<file path="config.mk">
export PLATFORM = sky130hd
export DESIGN_NAME = psc_cmd_core
export DESIGN_NICKNAME = d
export VERILOG_FILES = /design/src/rtl/psc_pkg.sv /design/src/rtl/psc_ov_detect.sv /design/src/rtl/psc_cmd_core.sv
export SDC_FILE = /design/constraint.sdc
export NUM_CORES = 1
export LEC_CHECK = 0
export BUFFER_PORTS_ARGS = -buffer_cell sky130_fd_sc_hd__buf_2
export CAP_MARGIN = 20
export CORE_UTILIZATION = 30
export DETAILED_ROUTE_END_ITERATION = 8
export GPL_TIMING_DRIVEN = 0
export PLACE_DENSITY_LB_ADDON = 0.1
export SLEW_MARGIN = 25
export SYNTH_ARGS = -nofsm -noshare
export SYNTH_HDL_FRONTEND = slang
export SYNTH_SLANG_ARGS = --single-unit
export TNS_END_PERCENT = 5
</file>
<file path="constraint.sdc">
create_clock -name ref_clk -period 10.9 [get_ports ref_clk]
set_clock_uncertainty 0.1 [all_clocks]
set_input_delay 2.18 -clock ref_clk [delete_from_list [all_inputs] [get_ports ref_clk]]
set_output_delay 2.18 -clock ref_clk [all_outputs]
set_load 0.02 [all_outputs]
</file>
<file path="src/rtl/psc_pkg.sv">
// Purpose: constants for the setup and overvoltage command slice
// Assumes: command codes arrive already decoded from the bus framing
// Notes:   all voltage words are two-byte direct-coded values
package psc_pkg;
  localparam logic [7:0]  CMD_FEATURE_REPORT   = 8'h19;
  localparam logic [7:0]  CMD_VOLT_FORMAT      = 8'h20;
  localparam logic [7:0]  CMD_MARGIN_HIGH      = 8'h25;
  localparam logic [7:0]  CMD_MARGIN_LOW       = 8'h26;
  localparam logic [7:0]  CMD_MONITOR_SCALE    = 8'h2a;
  localparam logic [7:0]  CMD_CAL_GAIN         = 8'h38;
  localparam logic [7:0]  CMD_OV_FAULT_LIMIT   = 8'h40;
  localparam logic [7:0]  CMD_OV_WARN_LIMIT    = 8'h42;
  localparam logic [7:0]  CMD_CHECKSUM_REPORT  = 8'hfe;
  localparam logic [7:0]  VOLT_FORMAT_DIRECT   = 8'h40;
  localparam logic [1:0]  FEAT_SPEED_400K      = 2'h1;
  localparam int          FEAT_ALERT_BIT       = 4;
  localparam logic [15:0] SEL_MAIN             = 16'h0000;
  localparam logic [15:0] SEL_SECONDARY        = 16'h0001;
  localparam logic [15:0] SEL_RAM              = 16'h0002;
  localparam logic [15:0] CHECKSUM_NONE        = 16'hffff;
  localparam logic [15:0] SCALE_UNITY          = 16'h7fff;
  localparam logic [15:0] WORD_RESET           = 16'h0000;
  // hysteresis: clear below limit*(1-1/50) = 2 percent
  localparam int          HYST_SHIFT_DIV       = 50;
  localparam int          WORD_W               = 16;
  typedef enum logic [1:0] {PSC_MRG_IDLE, PSC_MRG_HIGH, PSC_MRG_LOW} psc_margin_e;
endpackage : psc_pkg

</file>
<file path="src/rtl/psc_ov_detect.sv">
// Purpose: one overvoltage comparator with 2 percent release hysteresis
// Assumes: voltage and limit share the same direct coding
// Notes:   flag sets above limit, clears only below 98 percent of limit
`timescale 1ns/10ps
module psc_ov_detect
  import psc_pkg::*;
(
  input  wire logic              ref_clk,
  input  wire logic              rst_b,
  input  wire logic [WORD_W-1:0] volt,
  input  wire logic [WORD_W-1:0] limit,
  output logic                   active
);
  logic [WORD_W-1:0] release_lvl;
  logic              active_ff;
  logic              nxt_active;
  logic [WORD_W-1:0] hyst_amt;
  assign hyst_amt    = WORD_W'(({16'h0000, limit} + 32'(HYST_SHIFT_DIV - 1)) / HYST_SHIFT_DIV);
  assign release_lvl = limit - hyst_amt;
  assign nxt_active  = active_ff ? (volt > release_lvl) : (volt > limit);
  always_ff @(posedge ref_clk or negedge rst_b) begin
    if (!rst_b) begin
      active_ff <= 1'b0;
    end else begin
      active_ff <= nxt_active;
    end
  end
  assign active = active_ff;
endmodule : psc_ov_detect

</file>
<file path="src/rtl/psc_cmd_core.sv">
// Purpose: setup, report and overvoltage command handling
// Assumes: cmd_wr/cmd_rd are single-cycle strobes from the bus engine
// Notes:   voltages are actual supply volts, converter side scaled by factor
//
// How it works
// - checksum report returns one 16-bit crc of last selected memory
// - only ram, main and secondary copies selectable; no single-area crc
// - before any selection write, checksum read returns ffff
// - feature byte: bit7 zero, bits 3:0 zero, read-only
// - feature bits 6:5 read 01 for 400 khz
// - feature bit 4 mirrors alert enable in mode config
// - format report is read-only and returns 40h
// - writing format report sets comm/memory error summary bit
// - new margin setpoint applies only after a fresh margin command
// - margin failure: keep retrying, set summary and page fault bits, alert
// - setpoints, scale, gain and limits are two-byte direct words
// - scale factor is word over 32767; 7fff means unity
// - command volts are supply volts; converter side uses scale factor
// - calibration gain word in 0.1 milliohm units
// - ov fault: set ov and vout summary, fault flag, respond, alert
// - ov warning: set vout summary and warning flag, alert, no response
// - ov conditions hold until voltage drops 2 percent below limit
// - selection 0 main, 1 secondary, 2 ram
`timescale 1ns/10ps
module psc_cmd_core
  import psc_pkg::*;
(
  input  wire logic                ref_clk,
  input  wire logic                rst_b,
  input  wire logic                cmd_wr,
  input  wire logic                cmd_rd,
  input  wire logic [7:0]          cmd_code,
  input  wire logic [WORD_W-1:0]   cmd_wdata,
  output logic      [WORD_W-1:0]   cmd_rdata,
  input  wire logic                alert_enable,
  input  wire logic                margin_high_cmd,
  input  wire logic                margin_low_cmd,
  input  wire logic                margin_off_cmd,
  input  wire logic                margin_fail,
  input  wire logic [WORD_W-1:0]   crc_main,
  input  wire logic [WORD_W-1:0]   crc_secondary,
  input  wire logic [WORD_W-1:0]   crc_ram,
  input  wire logic [WORD_W-1:0]   monitored_volt,
  input  wire logic                status_clear,
  output logic      [WORD_W-1:0]   margin_target,
  output logic                     margin_retry,
  output logic      [WORD_W-1:0]   monitor_scale,
  output logic      [WORD_W-1:0]   cal_gain,
  output logic                     comm_memory_error_flag,
  output logic                     margin_summary,
  output logic                     margin_fault_page,
  output logic                     vout_summary,
  output logic                     ov_summary,
  output logic                     overvoltage_fault_flag,
  output logic                     overvoltage_warning_flag,
  output logic                     fault_action_req,
  output logic                     alert_out
);
  //////////////////////////////////////////////////////////////////////////////
  logic [WORD_W-1:0] mhigh_ff, mlow_ff, scale_ff, gain_ff, ovf_ff, ovw_ff;
  logic [WORD_W-1:0] crc_sel_ff, target_ff, rdata_ff, nxt_target, nxt_rdata;
  logic              crc_valid_ff, cml_ff, msum_ff, mpage_ff;
  logic              vsum_ff, ovsum_ff, ovflag_ff, owflag_ff, fresp_ff;
  logic              nxt_cml, nxt_msum, nxt_mpage, nxt_vsum, nxt_ovsum;
  logic              nxt_ovflag, nxt_owflag, nxt_fresp;
  logic              ovf_active, ovw_active, ovf_active_q;
  psc_margin_e       mode_ff, nxt_mode;
  logic [7:0]        feature_byte;
  logic [WORD_W-1:0] crc_pick;
  logic              wr_mh, wr_ml, wr_sc, wr_gn, wr_ovf, wr_ovw, wr_crc, wr_fmt;

  function automatic logic hit(input logic [7:0] code, input logic [7:0] want);
    return code == want;
  endfunction : hit

  assign wr_mh  = cmd_wr && hit(cmd_code, CMD_MARGIN_HIGH);
  assign wr_ml  = cmd_wr && hit(cmd_code, CMD_MARGIN_LOW);
  assign wr_sc  = cmd_wr && hit(cmd_code, CMD_MONITOR_SCALE);
  assign wr_gn  = cmd_wr && hit(cmd_code, CMD_CAL_GAIN);
  assign wr_ovf = cmd_wr && hit(cmd_code, CMD_OV_FAULT_LIMIT);
  assign wr_ovw = cmd_wr && hit(cmd_code, CMD_OV_WARN_LIMIT);
  assign wr_crc = cmd_wr && hit(cmd_code, CMD_CHECKSUM_REPORT);
  assign wr_fmt = cmd_wr && hit(cmd_code, CMD_VOLT_FORMAT);

  //////////////////////////////////////////////////////////////////////////////
  // feature byte and checksum select
  assign feature_byte = {1'b0, FEAT_SPEED_400K, alert_enable, 4'h0};
  assign crc_pick = (crc_sel_ff == SEL_MAIN)      ? crc_main :
                    (crc_sel_ff == SEL_SECONDARY) ? crc_secondary :
                    (crc_sel_ff == SEL_RAM)       ? crc_ram :
                                                    CHECKSUM_NONE;

  always_comb begin
    nxt_rdata = rdata_ff;
    if (cmd_rd) begin
      if (hit(cmd_code, CMD_FEATURE_REPORT)) begin
        nxt_rdata = {8'h00, feature_byte};
      end else if (hit(cmd_code, CMD_VOLT_FORMAT)) begin
        nxt_rdata = {8'h00, VOLT_FORMAT_DIRECT};
      end else if (hit(cmd_code, CMD_MARGIN_HIGH)) begin
        nxt_rdata = mhigh_ff;
      end else if (hit(cmd_code, CMD_MARGIN_LOW)) begin
        nxt_rdata = mlow_ff;
      end else if (hit(cmd_code, CMD_MONITOR_SCALE)) begin
        nxt_rdata = scale_ff;
      end else if (hit(cmd_code, CMD_CAL_GAIN)) begin
        nxt_rdata = gain_ff;
      end else if (hit(cmd_code, CMD_OV_FAULT_LIMIT)) begin
        nxt_rdata = ovf_ff;
      end else if (hit(cmd_code, CMD_OV_WARN_LIMIT)) begin
        nxt_rdata = ovw_ff;
      end else if (hit(cmd_code, CMD_CHECKSUM_REPORT)) begin
        nxt_rdata = crc_valid_ff ? crc_pick : CHECKSUM_NONE;
      end else begin
        nxt_rdata = WORD_RESET;
      end
    end
  end

  //////////////////////////////////////////////////////////////////////////////
  // margin target: latched only on a fresh margin command
  always_comb begin
    nxt_mode   = mode_ff;
    nxt_target = target_ff;
    if (margin_high_cmd) begin
      nxt_mode   = PSC_MRG_HIGH;
      nxt_target = mhigh_ff;
    end else if (margin_low_cmd) begin
      nxt_mode   = PSC_MRG_LOW;
      nxt_target = mlow_ff;
    end else if (margin_off_cmd) begin
      nxt_mode   = PSC_MRG_IDLE;
    end
  end

  //////////////////////////////////////////////////////////////////////////////
  // overvoltage detection
  psc_ov_detect u_ovf (
    .ref_clk (ref_clk),
    .rst_b   (rst_b),
    .volt    (monitored_volt),
    .limit   (ovf_ff),
    .active  (ovf_active)
  );
  psc_ov_detect u_ovw (
    .ref_clk (ref_clk),
    .rst_b   (rst_b),
    .volt    (monitored_volt),
    .limit   (ovw_ff),
    .active  (ovw_active)
  );

  // sticky flags: a set in the same cycle as a clear wins
  assign nxt_cml    = wr_fmt || (cml_ff && !status_clear);
  assign nxt_msum   = (margin_fail && mode_ff != PSC_MRG_IDLE)
                      || (msum_ff && !status_clear);
  assign nxt_mpage  = (margin_fail && mode_ff != PSC_MRG_IDLE)
                      || (mpage_ff && !status_clear);
  assign nxt_ovflag = ovf_active || (ovflag_ff && !status_clear);
  assign nxt_ovsum  = ovf_active || (ovsum_ff && !status_clear);
  assign nxt_owflag = ovw_active || (owflag_ff && !status_clear);
  assign nxt_vsum   = ovf_active || ovw_active || (vsum_ff && !status_clear);
  assign nxt_fresp  = ovf_active && !ovf_active_q;

  always_ff @(posedge ref_clk or negedge rst_b) begin
    if (!rst_b) begin
      mhigh_ff <= WORD_RESET;
      mlow_ff  <= WORD_RESET;
      scale_ff <= SCALE_UNITY;
      gain_ff  <= WORD_RESET;
      ovf_ff   <= WORD_RESET;
      ovw_ff   <= WORD_RESET;
    end else begin
      // 16-bit direct words stored whole; feature byte has no store
      if (wr_mh)  mhigh_ff <= cmd_wdata;
      if (wr_ml)  mlow_ff  <= cmd_wdata;
      if (wr_sc)  scale_ff <= cmd_wdata;
      if (wr_gn)  gain_ff  <= cmd_wdata;
      if (wr_ovf) ovf_ff   <= cmd_wdata;
      if (wr_ovw) ovw_ff   <= cmd_wdata;
    end
  end

  always_ff @(posedge ref_clk or negedge rst_b) begin
    if (!rst_b) begin
      crc_sel_ff   <= CHECKSUM_NONE;
      crc_valid_ff <= 1'b0;
      rdata_ff     <= WORD_RESET;
      mode_ff      <= PSC_MRG_IDLE;
      target_ff    <= WORD_RESET;
    end else begin
      if (wr_crc) crc_sel_ff   <= cmd_wdata;
      if (wr_crc) crc_valid_ff <= 1'b1;
      rdata_ff  <= nxt_rdata;
      mode_ff   <= nxt_mode;
      target_ff <= nxt_target;
    end
  end

  always_ff @(posedge ref_clk or negedge rst_b) begin
    if (!rst_b) begin
      cml_ff       <= 1'b0;
      msum_ff      <= 1'b0;
      mpage_ff     <= 1'b0;
      ovflag_ff    <= 1'b0;
      ovsum_ff     <= 1'b0;
      owflag_ff    <= 1'b0;
      vsum_ff      <= 1'b0;
      fresp_ff     <= 1'b0;
      ovf_active_q <= 1'b0;
    end else begin
      cml_ff       <= nxt_cml;
      msum_ff      <= nxt_msum;
      mpage_ff     <= nxt_mpage;
      ovflag_ff    <= nxt_ovflag;
      ovsum_ff     <= nxt_ovsum;
      owflag_ff    <= nxt_owflag;
      vsum_ff      <= nxt_vsum;
      fresp_ff     <= nxt_fresp;
      ovf_active_q <= ovf_active;
    end
  end

  //////////////////////////////////////////////////////////////////////////////
  assign cmd_rdata                = rdata_ff;
  assign margin_target            = target_ff;
  assign margin_retry             = msum_ff && mode_ff != PSC_MRG_IDLE;
  assign monitor_scale            = scale_ff;
  assign cal_gain                 = gain_ff;
  assign comm_memory_error_flag   = cml_ff;
  assign margin_summary           = msum_ff;
  assign margin_fault_page        = mpage_ff;
  assign vout_summary             = vsum_ff;
  assign ov_summary               = ovsum_ff;
  assign overvoltage_fault_flag   = ovflag_ff;
  assign overvoltage_warning_flag = owflag_ff;
  assign fault_action_req         = fresp_ff;
  assign alert_out = alert_enable && (cml_ff || msum_ff || vsum_ff);
endmodule : psc_cmd_core

</file>
==> results of run 1 <==
worst max-delay path: cells and delay by family, from the launching register on:
family / cells / cell delay, ns
compound gates: 37 / 7.50
xor+xnor: 3 / 0.54
fa+ha+maj: 2 / 0.51
buf+inv: 7 / 1.27
flops: 1 / 0.40
mux: 1 / 0.18
simple gates: 6 / 0.53
layout by cell type (no fill, tap or decap), types with 10 or more instances in the layout:
| cell | synthesis | layout |
|---|---|---|
| a21o_1 | 34 | 34 |
| xnor2_2 | 0 | 11 |
| buf_2 | 18 | 182 |
| nor2_1 | 109 | 98 |
| nand2b_1 | 40 | 39 |
| nor4_1 | 14 | 11 |
| clkbuf_16 | 0 | 17 |
| mux2i_1 | 23 | 19 |
| dfstp_2 | 31 | 31 |
| nor3_2 | 2 | 10 |
| buf_4 | 0 | 133 |
| inv_1 | 92 | 91 |
| o211ai_1 | 12 | 12 |
| o21a_1 | 13 | 10 |
| clkbuf_1 | 41 | 36 |
| buf_6 | 5 | 10 |
| a21oi_1 | 67 | 49 |
| a222oi_1 | 29 | 29 |
| nand4_1 | 27 | 27 |
| nand2_1 | 135 | 132 |
| and2_1 | 16 | 15 |
| a21oi_2 | 5 | 19 |
| mux2_2 | 117 | 116 |
| o22ai_1 | 26 | 21 |
| dfrtp_1 | 127 | 119 |
| o21ai_0 | 92 | 70 |
| a41oi_1 | 15 | 15 |
| o21ai_2 | 2 | 21 |
| xnor2_1 | 72 | 59 |
| nor2b_1 | 19 | 19 |
| o21ai_1 | 13 | 15 |
| ha_1 | 92 | 89 |
| nor3_1 | 38 | 26 |
| nand3_1 | 45 | 44 |
kinds of logic (layout without fill, tap and decap cells):
group | after synthesis | in the layout | synth area share (%)
other | 0 | 1 | 0
adder cells (fa/ha/maj) | 98 | 98 | 8.32
buffers and inverters | 156 | 494 | 4.36
XOR/XNOR | 81 | 81 | 4.92
multiplexers | 143 | 143 | 10.8
AND/OR/NAND/NOR | 516 | 516 | 17.8
flip-flops | 158 | 158 | 27.0
AO/OA/AOI/OAI | 508 | 508 | 26.8
metrics by stage:
step	utilization (%)	TNS [ns]	area (sq um)
floorplan	-	0	14800
global placement	33.8	-3.97	16500
detailed placement	34.0	-3.91	16600
CTS	38.6	-0.508	18800
global route	40.0	-1.74	19500
finish	40.0	-0.523	19500
final cells by class:
| class | instances | area share, % |
|---|---|---|
| Multi-Input combinational cell | 1346 | 58.4 |
| Sequential cell | 158 | 20.5 |
| Timing Repair Buffer | 310 | 10.3 |
| Tap cell | 664 | 4.27 |
| Clock buffer | 17 | 2.18 |
| Inverter | 92 | 1.77 |
| Buffer | 60 | 1.57 |
| Clock inverter | 15 | 1.01 |
| Antenna cell | 1 | 0.0128 |
power by group:
part           switching, W  total [W]  internal (W)
clock network      0.000278   0.000646      0.000369
registers         0.0000463   0.000677      0.000630
logic               0.00103    0.00195      0.000927
total               0.00135    0.00328       0.00193
state kept, by name (all words and copies together) (netlist names):
| name | flops |
|---|---|
| cal_gain | 16 |
| cmd_rdata | 16 |
| crc_sel_ff | 16 |
| margin_target | 16 |
| mhigh_ff | 16 |
| mlow_ff | 16 |
| monitor_scale | 16 |
| ovf_ff | 16 |
| ovw_ff | 16 |
| mode_ff | 2 |
| comm_memory_error_flag | 1 |
| crc_valid_ff | 1 |
| fault_action_req | 1 |
| margin_fault_page | 1 |
| margin_summary | 1 |
| ov_summary | 1 |
| overvoltage_fault_flag | 1 |
| overvoltage_warning_flag | 1 |
| ovf_active_q | 1 |
| u_ovf.active | 1 |
| u_ovw.active | 1 |
| vout_summary | 1 |
what timing repair did:
| item | 4_1_cts | 5_1_grt |
|---|---|---|
| hold buffers | 0 | 0 |
| endpoints found under the setup margin | 2 | 2 |
| setup buffers | 106 | 31 |
| gates resized for setup | 173 | 89 |
| pin swaps | 118 | 67 |
worst paths after layout:
kind,cells after the start,end,start
max reg2reg,56,u_ovf.active$_DFF_PN0_,ovf_ff[3]$_DFFE_PN0P_
min,1,fault_action_req$_DFF_PN0_,ovf_active_q$_DFF_PN0_
min in group asynchronous,1,cmd_rdata[14]$_DFFE_PN0P_,rst_b
min reg2reg,1,fault_action_req$_DFF_PN0_,ovf_active_q$_DFF_PN0_
max in group asynchronous,3,ovf_ff[1]$_DFFE_PN0P_,rst_b
max,56,u_ovf.active$_DFF_PN0_,ovf_ff[3]$_DFFE_PN0P_
metal layers:
layer / up-vias / GRT usage, % / routed length (um)
met3: 81 / 2.78 / 2350
met2: 376 / 35.6 / 25800
li1: 6986 / - / -
met1: 7253 / 29.9 / 25900
met5: - / 0 / 11
met4: 2 / 8.11 / 1950
==> flow_metrics.env, run 1 <==
export IMPL_final_cell_count_no_fill=2663
export IMPL_synth_edf_count=0
export IMPL_grtUsageTotal_pct=22.0
export IMPL_yosys_most_used_dff="dfrtp_1"
export IMPL_ys_top_cells_by_count="135 x nand2_1, 127 x dfrtp_1, 117 x mux2_2"
export IMPL_layout_nets=2177
export IMPL_synth_most_common_cell="nand2_1"
export IMPL_ios=172
export IMPL_crit_top_cell="o21ai_2"
export IMPL_antenna_found_initial=2
export IMPL_core_region_area_sq_um=48700
export IMPL_finalMaxSlewViolations=0
export IMPL_dp_hpwl_um=42400
export IMPL_crit_fanout=8
export IMPL_dp_cells=2497
export IMPL_viasPerCell=5.52
export IMPL_syn_to_final_growth_pct=31.6
export IMPL_ant_nets=0
export IMPL_min_period_ns=11.16
export IMPL_synth_seq_cells=158
export IMPL_rows=81
export IMPL_violations="setup timing"
export IMPL_drt_wl_total_um=56100
export IMPL_globalRouteOverflowTotal=0
export IMPL_r2r_slack_ns=-0.26
export IMPL_cts_root_buf="clkbuf_16"
export IMPL_pre_cts_ws_ns=-1.96
export IMPL_p_per_area_nw_per_um2=168
export IMPL_clk_pin_slew_ns=0.06
export IMPL_cts_max_path_buffers=2
export IMPL_status="finished, violations left"
export IMPL_seq_area_frac_synth_pct=27.0
export IMPL_worst_ep_arrival_time_ns=11.39
export IMPL_drive_gt1_share_pct=38.0
export IMPL_crit_type="reg -> reg"
export IMPL_htreeDepth=4
export IMPL_initial_core_util_pct=30.4
export IMPL_port_buffer_count=169
export IMPL_period_share_pct=102
export IMPL_synth_warning_count=0
export IMPL_hp_class="reg -> reg"
export IMPL_wl_per_cell_um=21.1
export IMPL_first_pass_iters=7
export IMPL_fin_ws_ns=-0.264
export IMPL_multi_input_area_sq_um=11400
export IMPL_cp_end_kind="register"
export IMPL_worst_pin_slew_ns=1.10
export IMPL_cts_tree="built"
export IMPL_async_reset_ff_share_pct=100
export IMPL_num_fill_cells=4997
export IMPL_num_vias=14700
export IMPL_avgSynthCellArea_sq_um=8.91
export IMPL_drt_iter0_markers=881
export IMPL_die_w_um=224
export IMPL_synth_top_area_share_pct=21.5
export IMPL_yosys_area_top_type="dfrtp_1"
export IMPL_grt_max_degree=70
export IMPL_dieArea_sq_um=50200
export IMPL_synth_fp_nets=1852
export IMPL_slowest_delay_ns=0.49
export IMPL_peakVddDrop_mv=0.160
export IMPL_synth_cell_area_sq_um=14800
export IMPL_p_leak_nw=8.43
export IMPL_power_w=0.00328
export IMPL_critical_path_slowest_cell="a2111o_1"
export IMPL_grt_pass1_vias=14800
export IMPL_grt_first_pass_wirelength_um=85900
export IMPL_worst_ep_required_time_ns=11.13
export IMPL_numCtsBuffers=17
export IMPL_cp_start_kind="register"
export IMPL_synth_cell_types=123
export IMPL_ys_top_cells_by_area="dfrtp_1 21%, mux2_2 8.9%, ha_1 7.8%"
export IMPL_fmax_mhz=89.6
export IMPL_rsz0062_at_grt="yes"
export IMPL_slew_headroom_pct=26.1
export IMPL_clkLatencyLatePin_ns=0.44
export IMPL_place_gp_congestion=0.868
export IMPL_drc=0
export IMPL_syn_instance_count=1660
export IMPL_maxCapViolCount=0
export IMPL_final_hold_violation_count=0
export IMPL_cts_sinks=158
export IMPL_die_y_um=224
export IMPL_finalHoldWorstSlack_ns=0.286
export IMPL_finalSetupViolCount=2
export IMPL_register_area_sq_um=4000
Power figures use the tool's default switching activity.
==> inputs of run 2 (changes only) <==
--- a/config.mk
+++ b/config.mk
@@ -5,6 +5,7 @@
 export SDC_FILE = /design/constraint.sdc
 export NUM_CORES = 1
 export LEC_CHECK = 0
+export ABC_AREA = 1
 export BUFFER_PORTS_ARGS = -buffer_cell sky130_fd_sc_hd__buf_2
 export CAP_MARGIN = 20
 export CORE_UTILIZATION = 30
==> flow_metrics.env, run 2 <==
export IMPL_status="complete, no violations"
export IMPL_slowest_delay_ns=0.46
export IMPL_rows=77
export IMPL_synth_cell_area_sq_um=13600
export IMPL_pre_cts_ws_ns=0.719
export IMPL_grtUsageTotal_pct=20.7
export IMPL_initial_core_util_pct=30.6
export IMPL_crit_type="reg -> reg"
export IMPL_drive_gt1_share_pct=20.8
export IMPL_worst_ep_arrival_time_ns=10.13
export IMPL_grt_use_met3_pct=3.40
export IMPL_num_vias=13600
export IMPL_setup_tns_final_ns=0
export IMPL_postCtsHoldBufs=0
export IMPL_grt_use_met2_pct=34.2
export IMPL_grt_pass1_vias=13000
export IMPL_yosys_area_top_type="dfrtp_1"
export IMPL_drc=0
export IMPL_antenna_found_initial=5
export IMPL_syn_instance_count=1938
export IMPL_place_gp_congestion=0.882
export IMPL_port_buffer_count=169
export IMPL_async_reset_ff_share_pct=100
export IMPL_cp_end_kind="register"
export IMPL_synth_seq_cells=158
export IMPL_synth_most_common_cell="nand2_1"
export IMPL_ios=172
export IMPL_worst_pin_slew_ns=0.816
export IMPL_finalMaxSlewViolations=0
export IMPL_synth_cell_types=52
export IMPL_grt_first_pass_wirelength_um=73700
export IMPL_final_cell_mix="480 x nand2_1, 247 x inv_1, 182 x o21ai_0"
export IMPL_worst_ep_required_time_ns=11.12
export IMPL_ys_top_cells_by_count="480 x nand2_1, 247 x inv_1, 185 x o21ai_0"
export IMPL_dieArea_sq_um=46200
export IMPL_ys_top_cells_by_area="dfrtp_1 23%, nand2_1 13%, ha_1 8.5%"
export IMPL_syn_to_final_growth_pct=16.8
export IMPL_r2r_slack_ns=0.99
export IMPL_seq_area_frac_synth_pct=29.4
export IMPL_avgSynthCellArea_sq_um=7.02
export IMPL_fmax_mhz=101
export IMPL_clkLatencyLatePin_ns=0.45
export IMPL_cts_tree="built"
export IMPL_core_region_area_sq_um=44500
export IMPL_num_fill_cells=4886
export IMPL_period_share_pct=90.9
export IMPL_htreeDepth=4
export IMPL_synth_fp_nets=2130
export IMPL_fin_ws_ns=0.995
export IMPL_min_period_ns=9.91
export IMPL_numCtsBuffers=17
export IMPL_wl_per_cell_um=17.5
export IMPL_grt_most_used_layer="met2"
export IMPL_peakVddDrop_mv=0.111
export IMPL_cp_top_family="simple AND/OR/NAND/NOR gates"
export IMPL_regToRegStartpoint="ovf_ff[1]$_DFFE_PN0P_"
export IMPL_finalSetupViolCount=0
export IMPL_yosys_most_used_dff="dfrtp_1"
export IMPL_use_met1_pct=27.6
export IMPL_dp_hpwl_um=39300
export IMPL_cts_root_buf="clkbuf_16"
export IMPL_cts_sinks=158
export IMPL_worstReg2RegEnd="u_ovf.active$_DFF_PN0_"
export IMPL_final_common_cell="nand2_1"
export IMPL_clk_pin_slew_ns=0.07
export IMPL_crit_fanout=8
export IMPL_layout_nets=2319
export IMPL_ff2ff_path_depth=72
export IMPL_synth_edf_count=0
export IMPL_cts_max_path_buffers=2
export IMPL_hold_end="ovf_active_q$_DFF_PN0_"
export IMPL_final_hold_violation_count=0
export IMPL_viasPerCell=4.98
export IMPL_drt_iter0_markers=798
export IMPL_globalRouteOverflowTotal=0
export IMPL_die_w_um=215
export IMPL_first_pass_iters=6
export IMPL_synth_top_area_share_pct=23.4
export IMPL_hold_depth=0
export IMPL_cp_start_kind="register"
export IMPL_crit_top_cell="nand2_2"
export IMPL_cp_num_buf_inv=2
export IMPL_critical_path_slowest_cell="dfrtp_2"
export IMPL_rsz0062_at_grt="no"
export IMPL_drt_wl_total_um=47900
export IMPL_slew_headroom_pct=45.6
export IMPL_die_y_um=215
export IMPL_synth_warning_count=0
export IMPL_grt_max_degree=87
export IMPL_hp_class="reg -> reg"
export IMPL_p_leak_nw=7.91
export IMPL_p_per_area_nw_per_um2=191
export IMPL_maxCapViolCount=0
export IMPL_ant_nets=0
export IMPL_holdCritStartpoint="u_ovf.active$_DFF_PN0_"
run 2: routing by layer:
metal,part of all wire (%),routed length [um],vias up
met1,46,22100,6391
met4,2.1,1010,2
met2,47,22400,341
li1,-,-,6827
met3,5.1,2430,53
met5,0.029,14,-
run 2: how the worst max path moves through the flow:
stage | from | endpoint | slack, ns | cells past startpoint
finish | ovf_ff[1]$_DFFE_PN0P_ | u_ovf.active$_DFF_PN0_ | 0.99 | 72
CTS | ovf_ff[0]$_DFFE_PN0P_ | u_ovf.active$_DFF_PN0_ | 0.67 | 72
detailed placement | ovf_ff[0]$_DFFE_PN0P_ | u_ovf.active$_DFF_PN0_ | 0.72 | 72
global route | ovf_ff[0]$_DFFE_PN0P_ | u_ovf.active$_DFF_PN0_ | 0.01 | 75
floorplan | ovf_ff[0]$_DFFE_PN0P_ | u_ovf.active$_DFF_PN0_ | 2.52 | 72
global placement | ovf_ff[0]$_DFFE_PN0P_ | u_ovf.active$_DFF_PN0_ | 0.83 | 74
run 2: logic make-up (layout without fill, tap and decap cells):
logic type,count (synthesis),count (layout),share of synthesized area [%]
AO/OA/AOI/OAI,400,400,17.1
XOR/XNOR,51,51,3.28
adder cells (fa/ha/maj),94,94,8.76
buffers and inverters,342,544,9.57
flip-flops,158,158,29.4
other,0,2,0
AND/OR/NAND/NOR,893,893,31.9
run 2: power by group:
part / total, W / switching [W] / internal, W
clock network: 0.000643 / 0.000274 / 0.000368
logic: 0.00172 / 0.00107 / 0.000656
registers: 0.000670 / 0.0000395 / 0.000631
run 2: cell type report:
| class | instances | area [sq um] | share of cell area (%) |
|---|---|---|---|
| clock buffer | 17 | 425 | 2.68 |
| tap | 592 | 741 | 4.66 |
| multi-input combinational | 1438 | 8320 | 52.4 |
| sequential | 158 | 4000 | 25.2 |
| timing repair buffer | 170 | 883 | 5.56 |
| antenna | 2 | 5.00 | 0.0315 |
| clock inverter | 15 | 206 | 1.30 |
| buffer | 50 | 205 | 1.29 |
| inverter | 292 | 1100 | 6.91 |
run 2: repair_timing:
| item | in CTS | in global routing |
|---|---|---|
| setup buffers | 0 | 0 |
| setup endpoints to repair | 0 | 2 |
| gates resized for setup | 0 | 15 |
run 2: through the flow:
step | utilization, % | hold slack (ns) | std cells | area [sq um] | power, W
after floorplan | - | 0.254 | 1938 | 13600 | 0.00201
after global placement | 34.1 | 0.260 | 2699 | 15200 | 0.00237
after detailed placement | 34.2 | 0.267 | 2700 | 15200 | 0.00240
after CTS | 35.6 | 0.284 | 2732 | 15900 | 0.00305
after global routing | 35.7 | 0.306 | 2732 | 15900 | 0.00335
final | 35.7 | 0.281 | 2734 | 15900 | 0.00304
run 2: worst register-to-register path: cells and delay by family, from the launching register on:
kind,cells,cell delay (ns)
xor+xnor,1,0.15
compound gates,8,1.37
fa+ha+maj,4,1.15
buf+inv,2,0.15
simple gates,57,6.41
flops,1,0.46
==> inputs of run 3 (changes only) <==
--- a/config.mk
+++ b/config.mk
@@ -15,5 +15,6 @@
 export SLEW_MARGIN = 25
 export SYNTH_ARGS = -nofsm -noshare
 export SYNTH_HDL_FRONTEND = slang
+export SYNTH_HIERARCHICAL = 1
 export SYNTH_SLANG_ARGS = --single-unit
 export TNS_END_PERCENT = 5
==> flow_metrics.env, run 3 <==
export IMPL_worst_ep_required_time_ns=11.11
export IMPL_worstReg2RegEnd="u_ovw/active$_DFF_PN0_"
export IMPL_power_frac_comb_pct=60.4
export IMPL_final_common_cell="nand2_1"
export IMPL_pre_cts_ws_ns=0.904
export IMPL_synth_fp_nets=2314
export IMPL_antenna_found_initial=1
export IMPL_period_share_pct=91.2
export IMPL_critical_path_slowest_cell="dfrtp_1"
export IMPL_hp_class="reg -> reg"
export IMPL_cts_root_buf="clkbuf_16"
export IMPL_seq_area_frac_synth_pct=27.7
export IMPL_synth_seq_cells=158
export IMPL_cts_sinks=158
export IMPL_grt_max_degree=85
export IMPL_setup_tns_final_ns=0
export IMPL_status="complete, no violations"
export IMPL_cp_end_kind="register"
export IMPL_dp_cells=2899
export IMPL_finalMaxSlewViolations=0
export IMPL_finalSetupViolCount=0
export IMPL_numCtsBuffers=17
export IMPL_final_cell_mix="579 x nand2_1, 273 x inv_1, 182 x buf_2"
export IMPL_grt_pass1_vias=13900
export IMPL_viasPerCell=4.81
export IMPL_drt_wl_total_um=48800
export IMPL_regToRegStartpoint="ovw_ff[1]$_DFFE_PN0P_"
export IMPL_r2r_slack_ns=0.96
export IMPL_avgSynthCellArea_sq_um=6.80
export IMPL_crit_top_cell="nand2_1"
export IMPL_yosys_most_used_dff="dfrtp_1"
export IMPL_slew_headroom_pct=48.2
export IMPL_hold_end="fault_action_req$_DFF_PN0_"
export IMPL_ant_nets=0
export IMPL_wl_per_cell_um=16.7
export IMPL_die_w_um=221
export IMPL_cts_max_path_buffers=2
export IMPL_min_period_ns=9.94
export IMPL_rsz0062_at_grt="no"
export IMPL_finalHoldWorstSlack_ns=0.302
export IMPL_syn_instance_count=2122
export IMPL_hold_depth=1
export IMPL_p_leak_nw=8.61
export IMPL_syn_to_final_growth_pct=15.8
export IMPL_p_per_area_nw_per_um2=198
export IMPL_globalRouteOverflowTotal=0
export IMPL_synth_top_area_share_pct=22.0
export IMPL_cts_tree="built"
export IMPL_clkLatencyLatePin_ns=0.44
export IMPL_initial_core_util_pct=30.7
export IMPL_layout_nets=2503
export IMPL_htreeDepth=4
export IMPL_die_y_um=221
export IMPL_crit_type="reg -> reg"
export IMPL_pwr_share_clk_pct=19.1
export IMPL_maxCapViolCount=0
export IMPL_drc=0
export IMPL_p_int_w=0.00177
export IMPL_p_seq_share_pct=20.5
export IMPL_utilization_pct=35.6
export IMPL_fin_ws_ns=0.958
export IMPL_ff2ff_path_depth=71
export IMPL_synth_warning_count=6
export IMPL_power_switching_w=0.00153
export IMPL_synth_most_common_cell="nand2_1"
export IMPL_ys_top_cells_by_count="579 x nand2_1, 273 x inv_1, 149 x nand3_1, 149 x o21ai_0, 135 x nor2_1"
export IMPL_peakVddDrop_mv=0.150
export IMPL_worst_pin_slew_ns=0.773
export IMPL_place_gp_congestion=0.822
export IMPL_async_reset_ff_share_pct=100
export IMPL_yosys_area_top_type="dfrtp_1"
export IMPL_clk_pin_slew_ns=0.06
export IMPL_num_vias=14100
export IMPL_ios=172
export IMPL_fmax_mhz=101
export IMPL_register_area_sq_um=4000
export IMPL_holdCritStartpoint="ovf_active_q$_DFF_PN0_"
export IMPL_cts_setup_buffers=0
export IMPL_drt_iter0_markers=762
export IMPL_port_buffer_count=169
export IMPL_core_region_area_sq_um=47000
export IMPL_synth_cell_types=54
export IMPL_dieArea_sq_um=49000
export IMPL_final_hold_violation_count=0
export IMPL_final_cell_count_no_fill=2932
export IMPL_cp_start_kind="register"
export IMPL_multi_input_area_sq_um=9020
export IMPL_synth_cell_area_sq_um=14400
export IMPL_first_pass_iters=5
export IMPL_drive_gt1_share_pct=21.0
export IMPL_num_fill_cells=5101
export IMPL_switching_share_pct=46.4
export IMPL_ys_top_cells_by_area="dfrtp_1 22%, nand2_1 15%, ha_1 8.0%"
export IMPL_crit_fanout=7
export IMPL_grtUsageTotal_pct=20.0
export IMPL_postCtsHoldBufs=0
export IMPL_rows=79
export IMPL_dp_hpwl_um=39200
export IMPL_grt_first_pass_wirelength_um=77100
export IMPL_worst_ep_arrival_time_ns=10.15
export IMPL_synth_edf_count=0
export IMPL_slowest_delay_ns=0.58
-- run 3: kinds of logic after synthesis --
kind of cell | share of synthesized area [%]
AOI/OAI and AO/OA | 11.9
and+or+nand+nor | 39.6
DFF | 27.7
xor gates and xnor gates | 2.72
adders and majority gates | 8.26
buffers and inverters | 9.83
-- run 3: routing by layer --
| metal | vias up | global-route usage [%] | routed length (um) |
|---|---|---|---|
| met5 | - | 0 | 0 |
| met4 | 0 | 5.96 | 1140 |
| met3 | 47 | 2.15 | 1720 |
| met2 | 268 | 33.3 | 22800 |
| met1 | 6561 | 27.1 | 23200 |
| li1 | 7238 | - | - |
-- run 3: worst max-delay path, delay by kind of cell (launching register included) --
kind	cells	cell delay (ns)
fa+ha+maj	4	1.20
simple gates	55	5.85
xor+xnor	1	0.17
compound gates	9	1.77
flops	1	0.58
buf+inv	2	0.15
-- run 3: power by group through the flow --
stage               registers [W]  clock network, W  logic [W]
finish                   0.000678          0.000631    0.00199
global route             0.000682          0.000664    0.00229
CTS                      0.000677          0.000640    0.00201
detailed placement       0.000687                 0    0.00200
global placement         0.000687                 0    0.00197
floorplan                0.000691                 0    0.00155
-- run 3: how the worst max path moves through the flow --
stage,cells after the start,from,end
global route,78,ovw_ff[0]$_DFFE_PN0P_,u_ovw/active$_DFF_PN0_
finish,71,ovw_ff[1]$_DFFE_PN0P_,u_ovw/active$_DFF_PN0_
floorplan,78,ovf_ff[0]$_DFFE_PN0P_,u_ovf/active$_DFF_PN0_
global placement,74,ovf_ff[0]$_DFFE_PN0P_,u_ovf/active$_DFF_PN0_
detailed placement,72,ovf_ff[0]$_DFFE_PN0P_,u_ovf/active$_DFF_PN0_
CTS,72,ovf_ff[0]$_DFFE_PN0P_,u_ovf/active$_DFF_PN0_
-- run 3: area by class of cell --
class                      instances  share of cell area, %
tap                              607                   4.55
inverter                         317                   7.12
multi-input combinational       1599                   54.0
sequential                       158                   23.9
timing repair buffer             170                   5.29
buffer                            48                   1.36
clock inverter                     2                  0.210
clock buffer                      30                   3.52
antenna                            1                 0.0150
-- run 3: stage by stage --
step / total power [W] / instance area (sq um)
2_1_floorplan: 0.00224 / 14400
3_3_place_gp: 0.00265 / 16000
3_5_place_dp: 0.00269 / 16100
4_1_cts: 0.00333 / 16700
5_1_grt: 0.00364 / 16700
6_report: 0.00330 / 16700
-- run 3: timing repair --
| action | CTS | global route |
|---|---|---|
| setup endpoints to repair | 0 | 1 |
| resized for setup | 0 | 4 |
| endpoints found under the hold margin | 0 | 0 |
